`src/hw/lpi_pkg.sv`:
```
// Constants and carrier types of the low-power DDR pin interface.
// Assumes a single system clock that oversamples the link clock and strobes.
package lpi_pkg;
    localparam int LPI_DQ_W = 32;             // Wide configuration data width
    localparam int LPI_DQ_W_NARROW = 16;      // Narrow configuration data width
    localparam int LPI_LANES = LPI_DQ_W / 8;  // One strobe and one mask per byte lane
    localparam int LPI_CA_W = 10;             // Command/address pins
    localparam int LPI_BEATS = 4;             // Beats per prefetch
    localparam int LPI_PF_W = LPI_DQ_W * LPI_BEATS; // Prefetch word width
    localparam int LPI_MEM_AW = 4;            // Prefetch slot address bits of the little store
    localparam int LPI_CMD_W = 2 * LPI_CA_W + 2;
    localparam logic [1:0] LPI_OP_NOP = 2'h0; // Decoded operation codes
    localparam logic [1:0] LPI_OP_WR = 2'h1;
    localparam logic [1:0] LPI_OP_RD = 2'h2;
    localparam logic [1:0] LPI_OP_OTHER = 2'h3;

    // Captured command: rising and falling halves plus single-rate bits
    typedef struct packed {
        logic cke;
        logic cs_n;
        logic [LPI_CA_W-1:0] ca_r;
        logic [LPI_CA_W-1:0] ca_f;
    } lpi_cmd_t;

    // One byte-lane strobe and output enable bundle going out
    typedef struct packed {
        logic [LPI_LANES-1:0] t;
        logic [LPI_LANES-1:0] c;
        logic [LPI_LANES-1:0] oe;
    } lpi_dqs_t;
endpackage

```
`src/hw/lpi_pf_mem.sv`:
```
// Prefetch store: holds four-beat words written and read by the pin logic.
// Assumes one clock; read data comes out of a register one cycle after the request.
`timescale 1ns/1ns
module lpi_pf_mem
    import lpi_pkg::*;
(
    input wire logic clk_sys_i,                    // System clock
    input wire logic we_i,                         // Write strobe
    input wire logic [LPI_MEM_AW-1:0] waddr_i,     // Write slot
    input wire logic [LPI_PF_W-1:0] wdata_i,       // Write word
    input wire logic [LPI_PF_W/8-1:0] wbe_i,       // Byte enables, low mask bits
    input wire logic [LPI_MEM_AW-1:0] raddr_i,     // Read slot
    output logic [LPI_PF_W-1:0] rdata_o            // Registered read word
);
    logic [LPI_PF_W-1:0] mem_q [2**LPI_MEM_AW]; // Storage array

    // Byte-masked write; masked bytes keep old content
    always_ff @(posedge clk_sys_i) begin
        for (int i = 0; i < LPI_PF_W / 8; i++) begin
            if (we_i && wbe_i[i]) begin
                mem_q[waddr_i][i*8 +: 8] <= wdata_i[i*8 +: 8];
            end
        end
        rdata_o <= mem_q[raddr_i];
    end
endmodule

```
`src/hw/lpi_pin_if.sv`:
```
// Device side pin logic of a low-power DDR memory: command capture, clock
// enable gating, and the byte-laned data path with strobes and masks.
// Assumes clk_sys_i runs much faster than the link clock and strobes, which
// are sampled as ordinary asynchronous inputs through two flip-flops.
`timescale 1ns/1ns
module lpi_pin_if
    import lpi_pkg::*;
#(
    parameter bit WIDE = 1'b1                         // Wide or narrow configuration
)
(
    input wire logic clk_sys_i,                       // System clock, 10 MHz
    input wire logic rst_n_i,                         // Asynchronous reset, active low
    input wire logic ck_t_i,                          // Link clock, true phase
    input wire logic ck_c_i,                          // Link clock, complement phase
    input wire logic cke_i,                           // Clock enable
    input wire logic cs_n_i,                          // Chip select, active low
    input wire logic [LPI_CA_W-1:0] ca_i,             // Command/address bus
    input wire logic [LPI_DQ_W-1:0] dq_i,             // Data bus, pin level
    output logic [LPI_DQ_W-1:0] dq_o,                 // Data bus, driven value
    output logic [LPI_DQ_W-1:0] dq_oe_o,              // Data bus output enable
    input wire logic [LPI_LANES-1:0] dqs_t_i,         // Strobe true, pin level
    input wire logic [LPI_LANES-1:0] dqs_c_i,         // Strobe complement, pin level
    output logic [LPI_LANES-1:0] dqs_t_o,             // Strobe true, driven
    output logic [LPI_LANES-1:0] dqs_c_o,             // Strobe complement, driven
    output logic [LPI_LANES-1:0] dqs_oe_o,            // Strobe output enable
    input wire logic [LPI_LANES-1:0] dm_i,            // Write data masks
    output logic power_down_o,                        // Device in power saving
    output logic [1:0] last_op_o,                     // Last decoded operation
    output logic [LPI_CA_W-1:0] col_addr_o            // Last column, bit 0 zero
);
    localparam int NL = WIDE ? LPI_LANES : LPI_DQ_W_NARROW / 8; // Live lanes

    typedef enum logic [3:0] {
        ST_IDLE = 4'b0001,   // Waiting for a command
        ST_WR = 4'b0010,     // Collecting write beats
        ST_RD = 4'b0100,     // Driving read beats
        ST_PD = 4'b1000      // Power saving, clocks gated
    } lpi_state_t;

    typedef struct packed {
        logic [1:0] ck_t_s1, ck_t_s2;         // Link clock synchronisers
        logic [1:0] ck_c_s1, ck_c_s2;
        logic ck_prev;                        // Last settled differential level
        logic cke_s1, cke_s2, cs_s1, cs_s2;   // Single-rate synchronisers
        logic [LPI_CA_W-1:0] ca_s1, ca_s2;
        logic [LPI_LANES-1:0] dqs_s1, dqs_s2, dqs_prev;
        logic [LPI_LANES-1:0] dqsc_s1, dqsc_s2;   // Complement strobe synchronisers
        logic [LPI_LANES-1:0] dm_s1, dm_s2;
        logic [LPI_DQ_W-1:0] dq_s1, dq_s2;
        lpi_cmd_t cmd;                        // Command being assembled
        lpi_state_t st;
        logic [1:0] beat;                     // Beat index within prefetch
        logic [LPI_PF_W-1:0] pf;              // Write prefetch gathered
        logic [LPI_PF_W/8-1:0] be;            // Byte enables gathered
        logic mem_we;
        logic [LPI_DQ_W-1:0] dq;
        logic dq_oe;
        logic [LPI_LANES-1:0] dqs_lvl;
        logic [1:0] op;
        logic [LPI_CA_W-1:0] col;
        logic [LPI_MEM_AW-1:0] slot;
    } lpi_reg_t;

    lpi_reg_t r_q, r_d;                       // All state of the module
    logic [LPI_PF_W-1:0] rd_word;             // Word from prefetch store
    logic ck_now, ck_pos, ck_neg;             // Differential edge events
    logic [LPI_LANES-1:0] dqs_edge;           // Any strobe edge per lane
    logic [LPI_LANES-1:0] dqs_now;            // Settled differential strobe level

    // Decode the operation from all three command inputs together
    function automatic logic [1:0] decode_op(input lpi_cmd_t c);
        if (!c.cke || c.cs_n) begin
            decode_op = LPI_OP_NOP;
        end else if (c.ca_r[2:0] == 3'h1) begin
            decode_op = LPI_OP_RD;
        end else if (c.ca_r[2:0] == 3'h0) begin
            decode_op = LPI_OP_WR;
        end else begin
            decode_op = LPI_OP_OTHER;
        end
    endfunction

    // Differential level: only a clean pair counts, otherwise hold
    assign ck_now = (r_q.ck_t_s2[0] != r_q.ck_c_s2[0]) ? r_q.ck_t_s2[0] : r_q.ck_prev;
    assign ck_pos = ck_now && !r_q.ck_prev;
    assign ck_neg = !ck_now && r_q.ck_prev;
    // Strobe level resolved only after both phases are synchronised;
    // an unclean pair holds the last level so no false beat is taken
    assign dqs_now = ((r_q.dqs_s2 ^ r_q.dqsc_s2) & r_q.dqs_s2)
        | (~(r_q.dqs_s2 ^ r_q.dqsc_s2) & r_q.dqs_prev);
    assign dqs_edge = dqs_now ^ r_q.dqs_prev;

    lpi_pf_mem u_mem (
        .clk_sys_i(clk_sys_i),
        .we_i(r_q.mem_we),
        .waddr_i(r_q.slot),
        .wdata_i(r_q.pf),
        .wbe_i(r_q.be),
        .raddr_i(r_q.slot),
        .rdata_o(rd_word)
    );

    // Next state of everything
    always_comb begin
        r_d = r_q;
        r_d.ck_t_s1 = {1'b0, ck_t_i};
        r_d.ck_t_s2 = r_q.ck_t_s1;
        r_d.ck_c_s1 = {1'b0, ck_c_i};
        r_d.ck_c_s2 = r_q.ck_c_s1;
        r_d.ck_prev = ck_now;
        r_d.cke_s1 = cke_i;
        r_d.cke_s2 = r_q.cke_s1;
        r_d.cs_s1 = cs_n_i;
        r_d.cs_s2 = r_q.cs_s1;
        r_d.ca_s1 = ca_i;
        r_d.ca_s2 = r_q.ca_s1;
        r_d.dqs_s1 = dqs_t_i;
        r_d.dqs_s2 = r_q.dqs_s1;
        r_d.dqsc_s1 = dqs_c_i;
        r_d.dqsc_s2 = r_q.dqsc_s1;
        r_d.dqs_prev = dqs_now;
        r_d.dm_s1 = dm_i;
        r_d.dm_s2 = r_q.dm_s1;
        r_d.dq_s1 = dq_i;
        r_d.dq_s2 = r_q.dq_s1;
        r_d.mem_we = 1'b0;
        // Rising edge: single-rate and first half of the address
        if (ck_pos) begin
            r_d.cmd.cke = r_q.cke_s2;
            r_d.cmd.cs_n = r_q.cs_s2;
            r_d.cmd.ca_r = r_q.ca_s2;
        end
        case (r_q.st)
            ST_IDLE: begin
                if (ck_pos && !r_q.cke_s2) begin
                    r_d.st = ST_PD;
                end else if (ck_neg) begin
                    // Enable low at the rising half decodes as NOP, never a stale op
                    r_d.cmd.ca_f = r_q.ca_s2;
                    r_d.op = decode_op(r_q.cmd);
                    // Column bit 0 never travels; force it low
                    r_d.col = {r_q.ca_s2[LPI_CA_W-1:1], 1'b0};
                    r_d.slot = r_q.ca_s2[LPI_MEM_AW:1];
                    r_d.beat = 2'h0;
                    r_d.be = '0;
                    if (decode_op(r_q.cmd) == LPI_OP_WR) begin
                        r_d.st = ST_WR;
                    end else if (decode_op(r_q.cmd) == LPI_OP_RD) begin
                        r_d.st = ST_RD;
                        r_d.dq_oe = 1'b0;
                    end else begin
                        r_d.st = ST_IDLE;
                    end
                end
            end
            ST_WR: begin
                // One beat per strobe edge on lane 0; masks sampled alongside
                if (dqs_edge[0]) begin
                    for (int l = 0; l < LPI_LANES; l++) begin
                        r_d.pf[r_q.beat*LPI_DQ_W + l*8 +: 8] = r_q.dq_s2[l*8 +: 8];
                        r_d.be[r_q.beat*LPI_LANES + l] = !r_q.dm_s2[l] && (l < NL);
                    end
                    r_d.beat = r_q.beat + 2'h1;
                    if (r_q.beat == 2'(LPI_BEATS - 1)) begin
                        r_d.mem_we = 1'b1;
                        r_d.st = ST_IDLE;
                    end
                end
                if (ck_pos && !r_q.cke_s2) begin
                    r_d.st = ST_IDLE;
                end
            end
            ST_RD: begin
                // Data and strobe change together on every link clock edge
                if (ck_pos || ck_neg) begin
                    r_d.dq_oe = 1'b1;
                    r_d.dq = rd_word[r_q.beat*LPI_DQ_W +: LPI_DQ_W];
                    r_d.dqs_lvl = {LPI_LANES{~r_q.beat[0]}};
                    r_d.beat = r_q.beat + 2'h1;
                    if (r_q.dq_oe && r_q.beat == 2'h0) begin
                        r_d.dq_oe = 1'b0;
                        r_d.st = ST_IDLE;
                    end
                end
                if (ck_pos && !r_q.cke_s2) begin
                    r_d.dq_oe = 1'b0;
                    r_d.st = ST_PD;
                end
            end
            ST_PD: begin
                // Only a clock enable rise wakes the device
                r_d.dq_oe = 1'b0;
                if (ck_pos && r_q.cke_s2) begin
                    r_d.st = ST_IDLE;
                    r_d.cmd.cke = 1'b0; // Wake edge itself carries no command
                end
            end
            default: begin
                r_d.st = ST_IDLE;
            end
        endcase
    end

    // Register all state; reset values are constants only
    always_ff @(posedge clk_sys_i or negedge rst_n_i) begin
        if (!rst_n_i) begin
            r_q <= '0;
            r_q.st <= ST_IDLE;
            r_q.cmd.cs_n <= 1'b1;
        end else begin
            r_q <= r_d;
        end
    end

    // Outputs; narrow configuration keeps upper lanes released
    generate
        for (genvar l = 0; l < LPI_LANES; l++) begin : g_lane
            assign dq_o[l*8 +: 8] = r_q.dq[l*8 +: 8];
            assign dq_oe_o[l*8 +: 8] = {8{r_q.dq_oe && (l < NL)}};
            assign dqs_t_o[l] = r_q.dqs_lvl[l];
            assign dqs_c_o[l] = ~r_q.dqs_lvl[l];
            assign dqs_oe_o[l] = r_q.dq_oe && (l < NL);
        end
    endgenerate
    assign power_down_o = (r_q.st == ST_PD);
    assign last_op_o = r_q.op;
    assign col_addr_o = r_q.col;
endmodule

```
`config.mk`:
```
export PLATFORM = sky130hd
export DESIGN_NAME = lpi_pin_if
export DESIGN_NICKNAME = d
export VERILOG_FILES = /design/src/hw/lpi_pkg.sv /design/src/hw/lpi_pf_mem.sv /design/src/hw/lpi_pin_if.sv
export SDC_FILE = /design/constraint.sdc
export NUM_CORES = 2
export LEC_CHECK = 0
export BUFFER_PORTS_ARGS = -buffer_cell sky130_fd_sc_hd__clkbuf_2
export CORE_MARGIN = 2
export CORE_UTILIZATION = 30
export DETAILED_ROUTE_END_ITERATION = 8
export PLACE_DENSITY_LB_ADDON = 0.25
export SLEW_MARGIN = 20
export SYNTH_ARGS = -nofsm -noshare
export SYNTH_HDL_FRONTEND = slang
export SYNTH_HIERARCHICAL = 1
export SYNTH_SLANG_ARGS = --single-unit
```
`constraint.sdc`:
```
create_clock -name clk_sys_i -period 2.5 [get_ports clk_sys_i]
set_input_delay 0.125 -clock clk_sys_i [delete_from_list [all_inputs] [get_ports clk_sys_i]]
set_output_delay 0.125 -clock clk_sys_i [all_outputs]
set_load 0.01 [all_outputs]
```
* Word-level counts from Yosys, hierarchy flattened
Memory sizes are Yosys's and may differ from the RTL's. A register that Yosys moved wholly into a read port is not among the register bits.
Cells that the tools add are included.
** Storage, ports and cells
- Bits in registers :: 333
- Memory bits (writable) :: 2048
- Word-level logic and storage cells :: 232
- Memories :: 1
** Operators by class
- Add/subtract/negate cells :: 11
- Magnitude comparators :: 8
- Eq/ne operators :: 21
- Shift-type cells :: 9
- Multiplexer cells :: 89
- Bitwise gates (word level) :: 12
- Reduce and logical (&&, ||, !) cells :: 47
** Memories
- u_mem.mem_q :: depth 16, width 128, rd ports 1, clocked after Yosys merged registers in 1, wr ports 1, line lpi_pf_mem.sv:15 : logic [LPI_PF_W-1:0] mem_q [2**LPI_MEM_AW];
** Operators by type and width (count)
- bitwise mux 128 bit :: 4
- variable shift 8 x 34 -> 128 bit (first input constant) :: 4
- variable part select 8 x 34 -> 128 bit :: 4
- 2-to-1 mux 151 bit :: 1
- variable part select 128 x 8 -> 32 bit :: 1
- negation 8 -> 34 bit :: 3
- bitwise mux 16 bit :: 4
- 2-to-1 mux 1 bit :: 47
- negation 7 -> 34 bit :: 1
- 2-to-1 mux 16 bit :: 2
- one-hot mux 16 bit (2 select lines) :: 1
- 2-to-1 mux 4 bit :: 7
- logical AND 1 bit :: 25
- 2-to-1 mux 2 bit :: 11
- adder 7 x 5 -> 8 bit (second input constant) :: 2
- one-hot mux 4 bit (4 select lines) :: 1
- >= comparator 5 x 1 -> 1 bit (second input constant) :: 3
- less-than comparator 5 bit (second input constant) :: 3
- != test 3 bit (second input constant) :: 5
- demux 1 bit (select 4 bit) :: 3
- 2-to-1 mux 12 bit :: 1
- 2-to-1 mux 6 bit :: 2
- != test 2 bit (second input constant) :: 6
- AND reduction 6 bit :: 2
- other kinds (36) :: 54

* Depth between registers and ports, before layout
- Depth in word-level cells :: 18
- Mapped depth :: 9

* Modules after synthesis
Netlist, hierarchy kept.
** By module, submodules not included
- lpi_pf_mem :: times used 1, cells an instance 3652, area each 80681.1 um^2
- lpi_pin_if :: times used 1, cells an instance 1039, area each 12283.0 um^2

* Least setup slack after synthesis
No wires, ideal clock.
- Kind :: register to register
- From :: register r_q[198] in the netlist's numbering
- To :: register r_q (netlist bit dq_o[22])
- Arrival time :: 2.051 ns
- Required time :: 2.375 ns
- Setup slack :: 0.324 ns
- Cell stages (with the launch flop) :: 5
- Path buffers :: 2
- Period minus slack after synthesis :: 2.176 ns
- Cells stage by stage :: dfrtp_1 > buf_2 > buf_1 > mux4_2 > mux2_2
** Between the ends
- Longest elaborated chain between the ends :: 1
** Ends and longest elaborated chain
- start: declaration :: line lpi_pin_if.sv:65 : lpi_reg_t r_q, r_d;
- start signal: assignment :: line lpi_pin_if.sv:212 : r_q <= r_d;
- variable part select 128 x 8 -> 32 bit :: line lpi_pin_if.sv:178 : r_d.dq = rd_word[r_q.beat*LPI_DQ_W +: LPI_DQ_W];
Every way passes these cells.
A chain may end at the register's enable or synchronous reset.

==> summary.md <==
| Metric | Value |
|---|---|
| 1st-pass router iterations | 5 |
| Most frequent cells in the layout | edfxtp_1 (2,048), mux4_2 (514), buf_4 (434), nand2_1 (379), dfrtp_1 (298) |
| Element type at the critical path start | flip-flop |
| Post-synth EDFFs | around 2,000 |
| Initial core utilization | roughly 30% |
| Final TNS setup | 0 ps |
| Power Density | 980 nW/um^2 |
| Post-layout util | between 30 and 40% |
| Initial antenna violation count | 15 |
| Max Buffers Root-to-Sink | 4 |
| Worst slew margin | between 20% and 30% |
| Post-Syn Instances | 4,691 |
| Critical path fanouts, max | 11 |
| Fraction of registers with async set/reset | 12.4% |
| CTS tree | built |
| Synth cell types | 58 |
| FF-to-FF Start | r_q[0]$_DFFE_PN0P_ |
| Worst setup EP type | flip-flop |
| Critical Path Stages | 5 |
| Min Tclk post-route | 2460 ps |
| Fillers | 28,550 |
| Clock transition at path regs | around 60 ps |
| Flops & latches, synth | 2,483 |
| Final period util | 98.5% |
| Storage cell area | 71,800 um^2 |
| Synth Area per Inst | 19.8 um^2 |
| Clk sink count | between 2,000 and 2,500 |
| RSZ-0062 raised after global routing | no |
| PortBufs | roughly 140 |
| Synth Flop Type | edfxtp_1 |
| RePlAce Congestion | around 0.77 |
| Final setup viols | 0 |
| Area Growth Syn to Fin | 19.6% |
| HP Class | input pin to asynchronous set/reset pin |
| Final WL | about 250,000 um |
| Commonest non-fill, non-tap cell in the layout | edfxtp_1 |
| DIE AREA | approximately 310,000 um^2 |
| Buf+Inv Stages, Crit Path | 2 |
| Max cap viols | 0 |
| Critical path origin | r_q[0]$_DFFE_PN0P_ |
| CP delay by family, top | simple AND/OR/NAND/NOR gates |
| Setup crit end | u_mem/rdata_o[70]$_DFF_P_ |
| Routed len/inst | about 26 um |
| Static Leak | 37.1 nW |
| Reg-to-reg endpoint | u_mem/rdata_o[70]$_DFF_P_ |
| Fin area | ~110,000 um^2 |
| Worst Clk Skew | approximately 75 ps |
| Worst-margin pin slew | between 1000 and 1500 ps |
| Vias in the first global route | roughly 48,000 |
| Critical Path AT | 3200 ps |
| Synth warn | 6 |
| Hold Slack | just over 70 ps |
| Multi-input combinational cell area | 19,300 um^2 |
| Drt drc | 0 |
| First-pass GRT wire length | 361,000 um |
| Row cnt | 204 |
| ANT nets after route | 0 |
| Crit path largest cell delay | ~950 ps |
| CTS HTree Levels | 5 |
| Cell chain of the critical path | buf_12, nor2b_2, buf_4, a22oi_1, o21ai_0 |
| Area after DPL | about 100,000 um^2 |
| R2r setup slk | 40 ps |
| Status | finished, final reports clean |
| Vias | ~47,000 |
| Peak VDD IR | 0.752 mV |
| CP max-delay cell | nor2b_2 |
| Reg2Reg Depth | 5 |
| Initial DRC count | 4,503 |
| Worst skew pair latency | ~850 ps |
| CP Class | flip-flop to flip-flop |
| Max Clk Rate | about 0.41 GHz |
| Slew Limit Fails | 0 |
| IO Pins | 149 |
| Largest net degree at the start of global routing | 76 |
| Clk root buf | clkbuf_16 |
| Ranking of synthesized cells by area | edfxtp_1 (66%), mux4_2 (12%), dfrtp_1 (8.2%) |
| Synth Net Count | around 4,800 |
| Die H | between 500 and 600 um |
| Core Area | between 300,000 and 400,000 um^2 |
| GR Overflow Total | 0 |
| GRT Total Usage | between 10% and 20% |
| Detailed placement HPWL | about 170,000 um |
| Vias/cell | slightly below 5 |
| Layout Nets | 5,432 |
| Mapped Area | 93,000 um^2 |
| CTS Buf Count | around 270 |
| Top cell type's share of synthesized area | 66.2% |
| Leading area contributor after synthesis | edfxtp_1 |
| Hold Vio Cnt, Final | 0 |
| Layout cells sized above 1 | a little under a third |
| Die extent in x | around 560 um |
| Post-synthesis sequential area ratio | around 77% |
| WP data required | about 3200 ps |
[worst min path at each step]
| stage | startpoint | endpoint | slack [ps] | depth (start not counted) |
|---|---|---|---|---|
| after floorplan | rst_n_i | col_addr_o[4]$_DFFE_PN0P_ | -170 | 0 |
| after global placement | rst_n_i | r_d[324]$_DFF_PN0_ | 40 | 1 |
| after detailed placement | rst_n_i | r_d[324]$_DFF_PN0_ | 50 | 1 |
| after CTS | rst_n_i | col_addr_o[7]$_DFFE_PN0P_ | 30 | 3 |
| after global routing | rst_n_i | r_d[327]$_DFF_PN0_ | 50 | 3 |
| final | rst_n_i | r_q[257]$_DFF_PN0_ | 70 | 3 |
[state kept, by name, summed over array words and instances, names as in the netlist]
register	count
col_addr_o	6
u_mem/rdata_o	128
u_mem/mem_q	2048
r_d	52
dq_o	32
dq_oe_o	1
r_q	213
last_op_o	2
dqs_t_o	1
[cells by family after synthesis]
| family | Yosys count | share of synthesized area [%] |
|---|---|---|
| AOI/OAI and AO/OA | 439 | 3.15 |
| xor gates and xnor gates | 1 | 0.00942 |
| adders and majority gates | 12 | 0.159 |
| buffers and inverters | 356 | 2.20 |
| DFF | 2483 | 77.2 |
| muxes | 639 | 13.9 |
| other | 1 | 0.00403 |
| and+or+nand+nor | 760 | 3.37 |
[Yosys cell counts, types with 3 or more instances]
library cell and number:
a21oi_1 3, a221oi_1 11, a22oi_1 222, and2_1 3
buf_1 6, buf_2 52, buf_4 114, buf_6 28
clkbuf_1 144, dfrtp_1 305, dfxtp_1 128, edfxtp_1 2048
ha_1 11, inv_1 10, mux2_2 102, mux2i_1 23
mux4_2 514, nand2_1 388, nand2_2 4, nand2b_1 16
nand3_1 23, nand3b_1 3, nor2_1 269, nor2b_1 35
nor3_1 3, nor3b_1 3, o21ai_0 163, o221ai_1 20
o22a_1 5, o22ai_1 3
[worst register-to-register path, stage by stage, from the launching register on]
cell and delay, ps:
dfrtp_4 590, buf_12 210, nor2b_2 960, buf_4 370, a22oi_1 150, o21ai_0 120
[metrics by stage]
stage | worst slack [ps] | power (mW) | std cells
final | 37.9 | 109 | 9693
after global routing | 9.62 | 113 | 9691
after CTS | 9.04 | 111 | 9689
after detailed placement | 81.6 | 71.3 | 9105
after global placement | 87.6 | 71.2 | 9105
after floorplan | 324 | 60.7 | 4691
[per-layer routing]
layer	vias up	global-route usage, %	part of all wire [%]
li1	19991	-	-
met4	2	3.90	2.2
met1	25096	21.2	43
met2	1194	27.2	50
met3	319	2.25	4.7
met5	-	0	0.0051
[area by class of cell]
class                   instances  share of cell area (%)
diodes                          3                 0.00675
clock inverters                82                   0.866
clock buffers                 396                    6.86
inverters                      11                  0.0371
flip-flops and latches       2483                    64.5
multi-input cells            1852                    17.3
repair buffers                746                    5.71
well taps                    4120                    4.63
[power breakdown]
part	total, mW	switching, mW	internal, mW
Sequential	48.0	1.94	46.1
Combinational	22.0	13.0	9.02
Clock	39.0	16.0	23.0
Total	109	30.9	78.1
[what timing repair did]
action | CTS | global route
setup endpoints to repair | 1 | 1
hold buffers | 106 | 0
gates resized for setup | 1 | 1
hold endpoints to repair | 357 | 0
buffers inserted | 0 | 1
Power figures use the tool's default switching activity.
